$ cat src/hw/cba_map.svh
/*
 * constants for the bus arbitration and bus exception block.
 * assumes inclusion by bare name from the package and the design module.
 */
`ifndef CBA_MAP_SVH
`define CBA_MAP_SVH
`define CBA_ADDR_W 32
`define CBA_DATA_W 32
`define CBA_SIZE_W 3
`define CBA_STAT_W 4
`define CBA_XMD_W 2
`define CBA_SYNC_W 2
`define CBA_RST_SAMPLES 2'h2
`define CBA_RST_ACK_HOLD 4'h4
`define CBA_ZERO1 1'h0
`define CBA_ONE1 1'h1
`endif

$ cat src/hw/cba_pkg.sv
/*
 * types for the bus arbitration and bus exception block.
 * assumes cba_map.svh is on the include path.
 */
`include "cba_map.svh"
package cba_pkg;
  typedef enum logic [2:0] {
    CBA_IDLE,
    CBA_REQ,
    CBA_OWN,
    CBA_GRANT,
    CBA_RST
  } cba_state_t;

  typedef struct packed {
    cba_state_t state;
    logic [`CBA_SYNC_W-1:0] bus_request_line_sync;
    logic [`CBA_SYNC_W-1:0] grant_sync;
    logic [`CBA_SYNC_W-1:0] rstrq_sync;
    logic [`CBA_SYNC_W-1:0] fault_sync;
    logic [`CBA_SYNC_W-1:0] release_sync;
    logic [`CBA_SYNC_W-1:0] preempt_sync;
    logic [`CBA_SYNC_W-1:0] tack_sync;
    logic [1:0] rst_cnt;
    logic [3:0] ack_cnt;
    logic tack_seen;
    logic fault;
    logic reset_ack;
    logic bus_request_line_out;
    logic grant_out;
    logic own_bus;
    logic start_routine;
  } cba_regs_t;
endpackage

$ cat src/hw/cba_core.sv
/*
 * bus ownership, arbitration and bus exception logic of the processor.
 * assumes the core supplies bus values on ref_clk; pins come from outside
 * and, except the static strap, are synchronised here; the pad ring resolves enables to wires.
 */
// Functional notes
// strap low: arbiter, use bus without request
// strap high: request bus before use
// non-arbiter floats bus outputs until granted
// grant pin output as arbiter, else input
// arbiter floats bus then grants requester
// non-arbiter owns bus only after grant
// request pin direction follows strap, input synchronised
// external master raises request to arbiter
// non-arbiter raises request output for ownership
// abort on cache-hit discontinuity or alignment fault
// memory ignores accesses marked with abort
// release input floats data, ready, size, direction
// memory manager raises release to take data bus
// fault double sampled before ack, single after
// fault ignored while release asserted
// reset acknowledge on external or internal reset
// reset routine starts after acknowledge drops
// reset request accepted after two samples
// preemption freezes response to arbitration signals
// grant held until request drops, then resume
`timescale 1ns/1ns
`include "cba_map.svh"
module cba_core (
  // clock and reset
  input wire logic ref_clk,
  input wire logic rstn,
  // strap and exception pins
  input wire logic arbiter_select_strap,
  input wire logic data_bus_release_in,
  input wire logic transfer_ack_in,
  input wire logic reset_request_in,
  input wire logic preemption_request_in,
  input wire logic fault_in,
  // requests from the core
  input wire logic core_bus_need,
  input wire logic core_cache_hit_discont,
  input wire logic core_align_fault,
  input wire logic core_reset_exception,
  input wire logic core_bus_active,
  // core bus values
  input wire logic [`CBA_ADDR_W-1:0] core_addr,
  input wire logic [`CBA_DATA_W-1:0] core_wdata,
  input wire logic core_data_we,
  input wire logic core_as,
  input wire logic core_ds,
  input wire logic core_cycle_init,
  input wire logic core_data_ready_out,
  input wire logic [`CBA_SIZE_W-1:0] core_size,
  input wire logic core_read_write,
  input wire logic [`CBA_STAT_W-1:0] core_status,
  input wire logic core_vad,
  input wire logic [`CBA_XMD_W-1:0] core_xmd,
  // status to the core
  output logic bus_owned,
  output logic fault_seen,
  output logic reset_routine_start,
  // grant pin, two-way
  input wire logic grant_acknowledge_i,
  output logic grant_acknowledge_o,
  output logic grant_acknowledge_oe,
  // request pin, two-way
  input wire logic bus_request_line_i,
  output logic bus_request_line_o,
  output logic bus_request_line_oe,
  // reset acknowledge
  output logic reset_ack_out,
  // address side outputs and enable
  output logic access_abort_out,
  output logic [`CBA_ADDR_W-1:0] address_out,
  output logic address_strobe_out,
  output logic data_strobe_out,
  output logic cycle_initiate_out,
  output logic [`CBA_STAT_W-1:0] access_status_out,
  output logic virtual_address_flag,
  output logic [`CBA_XMD_W-1:0] execution_level_out,
  output logic addr_side_oe,
  // data side outputs and enable
  output logic [`CBA_DATA_W-1:0] data_out,
  output logic data_ready_out,
  output logic [`CBA_SIZE_W-1:0] transfer_size_out,
  output logic read_write_out,
  output logic data_side_oe,
  output logic data_bus_oe
);
  cba_pkg::cba_regs_t r_reg, r_next;

  // two-stage shift used by every pin synchroniser
  function automatic logic [`CBA_SYNC_W-1:0] sync2(
    input logic [`CBA_SYNC_W-1:0] s, input logic d);
    sync2 = {s[0], d};
  endfunction

  logic is_arbiter;
  logic ext_req;
  logic ext_grant;
  logic rel;
  logic preempt;
  logic fault_now;

  // strap is static after reset, read directly
  assign is_arbiter = ~arbiter_select_strap;
  assign ext_req = r_reg.bus_request_line_sync[1];
  assign ext_grant = r_reg.grant_sync[1];
  assign rel = r_reg.release_sync[1];
  assign preempt = r_reg.preempt_sync[1];

  always_comb begin
    r_next = r_reg;
    r_next.bus_request_line_sync = sync2(r_reg.bus_request_line_sync, bus_request_line_i);
    r_next.grant_sync = sync2(r_reg.grant_sync, grant_acknowledge_i);
    r_next.rstrq_sync = sync2(r_reg.rstrq_sync, reset_request_in);
    r_next.fault_sync = sync2(r_reg.fault_sync, fault_in);
    r_next.release_sync = sync2(r_reg.release_sync, data_bus_release_in);
    r_next.preempt_sync = sync2(r_reg.preempt_sync, preemption_request_in);
    r_next.tack_sync = sync2(r_reg.tack_sync, transfer_ack_in);
    r_next.start_routine = `CBA_ZERO1;
    if (r_reg.tack_sync[1]) begin
      r_next.tack_seen = `CBA_ONE1;
    end else if (!core_bus_active) begin
      r_next.tack_seen = `CBA_ZERO1;
    end
    // after ack the fault is taken one stage earlier
    fault_now = r_reg.tack_seen ? r_reg.fault_sync[0]
                                : r_reg.fault_sync[1];
    r_next.fault = fault_now & ~rel;
    // reset request counted over consecutive samples
    if (r_reg.rstrq_sync[1]) begin
      if (r_reg.rst_cnt != `CBA_RST_SAMPLES) begin
        r_next.rst_cnt = r_reg.rst_cnt + 2'h1;
      end
    end else begin
      r_next.rst_cnt = 2'h0;
    end
    case (r_reg.state)
      cba_pkg::CBA_IDLE: begin
        r_next.bus_request_line_out = `CBA_ZERO1;
        r_next.own_bus = is_arbiter;
        if (is_arbiter && ext_req && !preempt) begin
          r_next.own_bus = `CBA_ZERO1;
          r_next.state = cba_pkg::CBA_GRANT;
        end else if (!is_arbiter && core_bus_need && !preempt) begin
          r_next.bus_request_line_out = `CBA_ONE1;
          r_next.state = cba_pkg::CBA_REQ;
        end
      end
      cba_pkg::CBA_REQ: begin
        if (ext_grant && !preempt) begin
          r_next.own_bus = `CBA_ONE1;
          r_next.state = cba_pkg::CBA_OWN;
        end
      end
      cba_pkg::CBA_OWN: begin
        if (!core_bus_need && !core_bus_active) begin
          r_next.own_bus = `CBA_ZERO1;
          r_next.bus_request_line_out = `CBA_ZERO1;
          r_next.state = cba_pkg::CBA_IDLE;
        end
      end
      cba_pkg::CBA_GRANT: begin
        // bus floated the cycle before grant rises
        r_next.grant_out = `CBA_ONE1;
        if (!ext_req && !preempt && r_reg.grant_out) begin
          r_next.grant_out = `CBA_ZERO1;
          r_next.state = cba_pkg::CBA_IDLE;
        end
      end
      cba_pkg::CBA_RST: begin
        if (r_reg.ack_cnt != `CBA_RST_ACK_HOLD) begin
          r_next.ack_cnt = r_reg.ack_cnt + 4'h1;
        end else begin
          r_next.reset_ack = `CBA_ZERO1;
          r_next.start_routine = `CBA_ONE1;
          r_next.state = cba_pkg::CBA_IDLE;
        end
      end
      default: begin
        r_next.state = cba_pkg::CBA_IDLE;
      end
    endcase
    // reset request overrides any bus activity
    if (r_reg.state != cba_pkg::CBA_RST &&
        ((r_reg.rst_cnt == `CBA_RST_SAMPLES) || core_reset_exception)) begin
      r_next.reset_ack = `CBA_ONE1;
      r_next.ack_cnt = 4'h0;
      r_next.own_bus = `CBA_ZERO1;
      r_next.grant_out = `CBA_ZERO1;
      r_next.bus_request_line_out = `CBA_ZERO1;
      r_next.rst_cnt = 2'h0;
      r_next.state = cba_pkg::CBA_RST;
    end
  end

  always_ff @(posedge ref_clk) begin
    if (!rstn) begin
      r_reg <= '0;
    end else begin
      r_reg <= r_next;
    end
  end

  assign bus_owned = r_reg.own_bus;
  assign fault_seen = r_reg.fault;
  assign reset_routine_start = r_reg.start_routine;
  assign reset_ack_out = r_reg.reset_ack;
  assign grant_acknowledge_o = r_reg.grant_out;
  assign grant_acknowledge_oe = is_arbiter;
  assign bus_request_line_o = r_reg.bus_request_line_out;
  assign bus_request_line_oe = ~is_arbiter;
  // abort marks the access for memory to ignore
  assign access_abort_out = core_cache_hit_discont | core_align_fault;
  assign address_out = core_addr;
  assign address_strobe_out = core_as;
  assign data_strobe_out = core_ds;
  assign cycle_initiate_out = core_cycle_init;
  assign access_status_out = core_status;
  assign virtual_address_flag = core_vad;
  assign execution_level_out = core_xmd;
  assign addr_side_oe = r_reg.own_bus;
  assign data_out = core_wdata;
  assign data_ready_out = core_data_ready_out;
  assign transfer_size_out = core_size;
  assign read_write_out = core_read_write;
  assign data_side_oe = r_reg.own_bus & ~rel;
  assign data_bus_oe = r_reg.own_bus & ~rel & core_data_we;
endmodule

$ cat config.mk
export PLATFORM = sky130hd
export DESIGN_NAME = cba_core
export DESIGN_NICKNAME = d
export VERILOG_FILES = /design/src/hw/cba_pkg.sv /design/src/hw/cba_core.sv
export VERILOG_INCLUDE_DIRS = /design/src /design/src/hw
export SDC_FILE = /design/constraint.sdc
export NUM_CORES = 1
export LEC_CHECK = 0
export ABC_CLOCK_PERIOD_IN_PS = 2500
export BUFFER_PORTS_ARGS = -buffer_cell sky130_fd_sc_hd__buf_2
export CORE_AREA = 2 2 72 74
export CTS_CLUSTER_DIAMETER = 80
export DETAILED_ROUTE_END_ITERATION = 8
export DIE_AREA = 0 0 74 76
export PLACE_DENSITY = 0.89
export SETUP_SLACK_MARGIN = 0.4
export SKIP_LAST_GASP = 1
export SLEW_MARGIN = 20
export SYNTH_ARGS = -nofsm -noshare
export SYNTH_HDL_FRONTEND = slang
export SYNTH_SLANG_ARGS = --single-unit
$ cat constraint.sdc
create_clock -name ref_clk -period 2.5 [get_ports ref_clk]
set_clock_uncertainty 0.15 [all_clocks]
set_input_delay 0.375 -clock ref_clk [delete_from_list [all_inputs] [get_ports ref_clk]]
set_output_delay 0.375 -clock ref_clk [all_outputs]
set_load 0.03 [all_outputs]
==> flow_metrics.py <==
metrics = {
    "yosys": {
        "synth_cell_types": 38,
        "synth_top_cell_by_area": "buf_4",
        "synth_cells": 208,
        "yosys.area.top_type_share_pct": 33.0,
        "synth_area_per_cell_sq_um": 8.86,
        "synth_ff_type": "dfxtp_1",
        "synth_area_leaders": "buf_4, dfxtp_1, and2_1",
        "syn-num-nets": 306,
        "syn-cell-area_sq_um": 1840,
        "ys_seq_area_share_pct": 32.6,
        "synthArstFlopShare_pct": 0,
        "synth_edf_count": 0,
        "yosysWarnings": 0,
        "ys_ff_latch": 30,
    },
    "die": {
        "core_sq_um": 4910,
        "die_h_microns": 76,
        "die_x_microns": 74,
        "io_pins": 186,
        "start_util_pct": 37.5,
        "num_rows": 26,
        "dieArea_sq_um": 5620,
    },
    "run": {
        "cap_viol_max_count": 0,
    },
    "route": {
        "viasPerCell": 4.54,
        "vias": 1034,
        "routedWlPerCell_microns": 12.1,
        "ant_nets": 0,
        "first_pass_iters": 4,
        "drc": 0,
        "wl_mm": 2.77,
        "first_iter_violations": 22,
    },
    "clocking": {
        "cts_buffers": 5,
        "tritoncts": "yes",
        "post_cts_buffers": 0,
        "cts_resized": 0,
        "clk_path_buf_depth": 2,
        "clock_sinks": 30,
        "clkTransAtPathRegs_ps": 70,
        "cts_max_level": 2,
        "cts_root_buffer": "clkbuf_8",
        "hold_buffers": 0,
        "clk_latency_ps": 280,
    },
    "sta": {
        "setup_tns_ps": 0,
        "max_freq_mhz": 605,
        "slew_violations": 0,
        "finalHoldViolCount": 0,
        "relSlewSlack_pct": 73.9,
        "setup_viol": 0,
        "tightest_slew_ps": 391,
        "post-route-period-util_pct": 66.1,
        "grt_setup_unrepaired": "false",
        "final.min_clock_period_ps": 1650,
    },
    "global_routing": {
        "grt_usage_pct": 10.2,
        "grt_pass1_vias": 982,
        "grt_antenna_before_repair": 0,
        "grt-ovfl-total": 0,
        "grt_max_degree": 22,
        "grt_pass1_wl_mm": 4.35,
    },
    "layout": {
        "final_cell_mix": "dfxtp_1, buf_2, and2_1",
        "area_delta_synth_final_pct": -17.0,
        "fin_util_pct": 31.1,
        "diodes": 0,
        "layout.cells.non_filler": 228,
        "nNetsFinal": 255,
        "drive_above_1_share_pct": 28.5,
        "layout_commonest_cell": "dfxtp_1",
        "largest_register_ff_count": 14,
    },
    "placement": {
        "dp_cells": 220,
        "io_buffer_count": 27,
        "gp_congestion": 0.914,
        "hpwl_mm": 2.09,
    },
    "worst_setup_path": {
        "crit_path_max_fanout": 3,
        "cp.required_ps": 1980,
        "worstSetupEndpointType": "output pin",
        "r2r-start": "r_reg[28]$_SDFFE_PP0P_",
        "r2r_slack_ps": 920,
        "r2r_cells": 4,
        "r2r_end": "r_reg[28]$_SDFFE_PP0P_",
        "startpoint_type": "register",
        "criticalPathCategory": "register to output pin",
        "arrival_ps": 1130,
    },
    "status": {
        "outcome": "completed",
    },
    "hold_path": {
        "min_path_cells": 2,
        "min_from": "fault_in",
        "hold-path-endpoint": "r_next[20]$_SDFF_PN0_",
        "hp-class": "input pin to register",
    },
    "power": {
        "ir_drop_mv": 0.179,
        "powerDensity_nw_per_um2": 694,
        "power_leakage_nw": 0.650,
        "power_w": 0.00106,
    },
}
## how the worst max path moves through the flow
| stage | slack [ps] | start | end |
|---|---|---|---|
| global placement | 940 | arbiter_select_strap | r_reg[28]$_SDFFE_PP0P_ |
| CTS | 820 | addr_side_oe$_SDFFE_PP0P_ | data_bus_oe |
| global route | 700 | addr_side_oe$_SDFFE_PP0P_ | data_bus_oe |
| detailed placement | 900 | arbiter_select_strap | r_reg[28]$_SDFFE_PP0P_ |
| finish | 850 | addr_side_oe$_SDFFE_PP0P_ | data_bus_oe |
| floorplan | 550 | addr_side_oe$_SDFFE_PP0P_ | data_bus_oe |
## final cells by class
class / instances / area [sq um]
Multi-Input combinational cell: 85 / 581
Tap cell: 70 / 87.6
Inverter: 8 / 30.0
Clock inverter: 2 / 12.5
Sequential cell: 30 / 601
Fill cell: 495 / 3380
Clock buffer: 6 / 82.6
Timing Repair Buffer: 27 / 135
## power by group
group          internal (W)  switching, W  total [W]  leakage [nW]
clock network      0.000221      0.000181   0.000402        0.0472
registers          0.000501     0.0000203   0.000521         0.246
logic             0.0000579     0.0000802   0.000138         0.356
## Yosys cell counts (2+ instances only)
cell type and instances:
nand3_1 3, ha_1 3, and2_1 15, inv_1 8, dfxtp_1 30, and3_1 5
xor2_1 2, nand3b_1 2, clkbuf_1 2, nor3b_1 3, buf_4 81, nand2_1 11
or2_2 2, nor2_1 7, xnor2_1 2, mux2i_1 2, o21ai_0 2, and3b_1 2
o2111ai_1 2, a21boi_0 2, a21oi_1 5
## cells by family (layout without fill, tap and decap cells)
group | count (synthesis) | after routing | share of synthesized area [%]
flip-flops | 30 | 30 | 32.6
AND/OR/NAND/NOR | 59 | 59 | 20.0
XOR/XNOR | 4 | 4 | 1.90
adder cells (fa/ha/maj) | 3 | 3 | 2.04
buffers and inverters | 93 | 43 | 35.9
multiplexers | 2 | 2 | 1.09
AO/OA/AOI/OAI | 17 | 17 | 6.52
## critical path, stage by stage (launching register included)
cell,delay (ps)
dfxtp_1,340
inv_1,60
nor2_1,130
and2_1,130
buf_2,190
## layer usage
layer	share of wire (%)	routed length (microns)	global-route usage [%]	up-vias
met5	0	0	0	-
met4	3.4	93	7.45	0
met3	9.2	255	5.03	15
met2	50	1370	16.8	56
met1	38	1040	9.29	479
li1	-	-	-	484
## metrics by stage
| stage | cell area [sq um] | setup WS [ps] | hold WS, ps |
|---|---|---|---|
| final | 1530 | 847 | 150 |
| after global placement | 1430 | 937 | 259 |
| after CTS | 1530 | 824 | 137 |
| after global routing | 1530 | 699 | 137 |
| after floorplan | 1840 | 547 | 249 |
| after detailed placement | 1430 | 901 | 267 |
(Power assumes the default switching activity.)
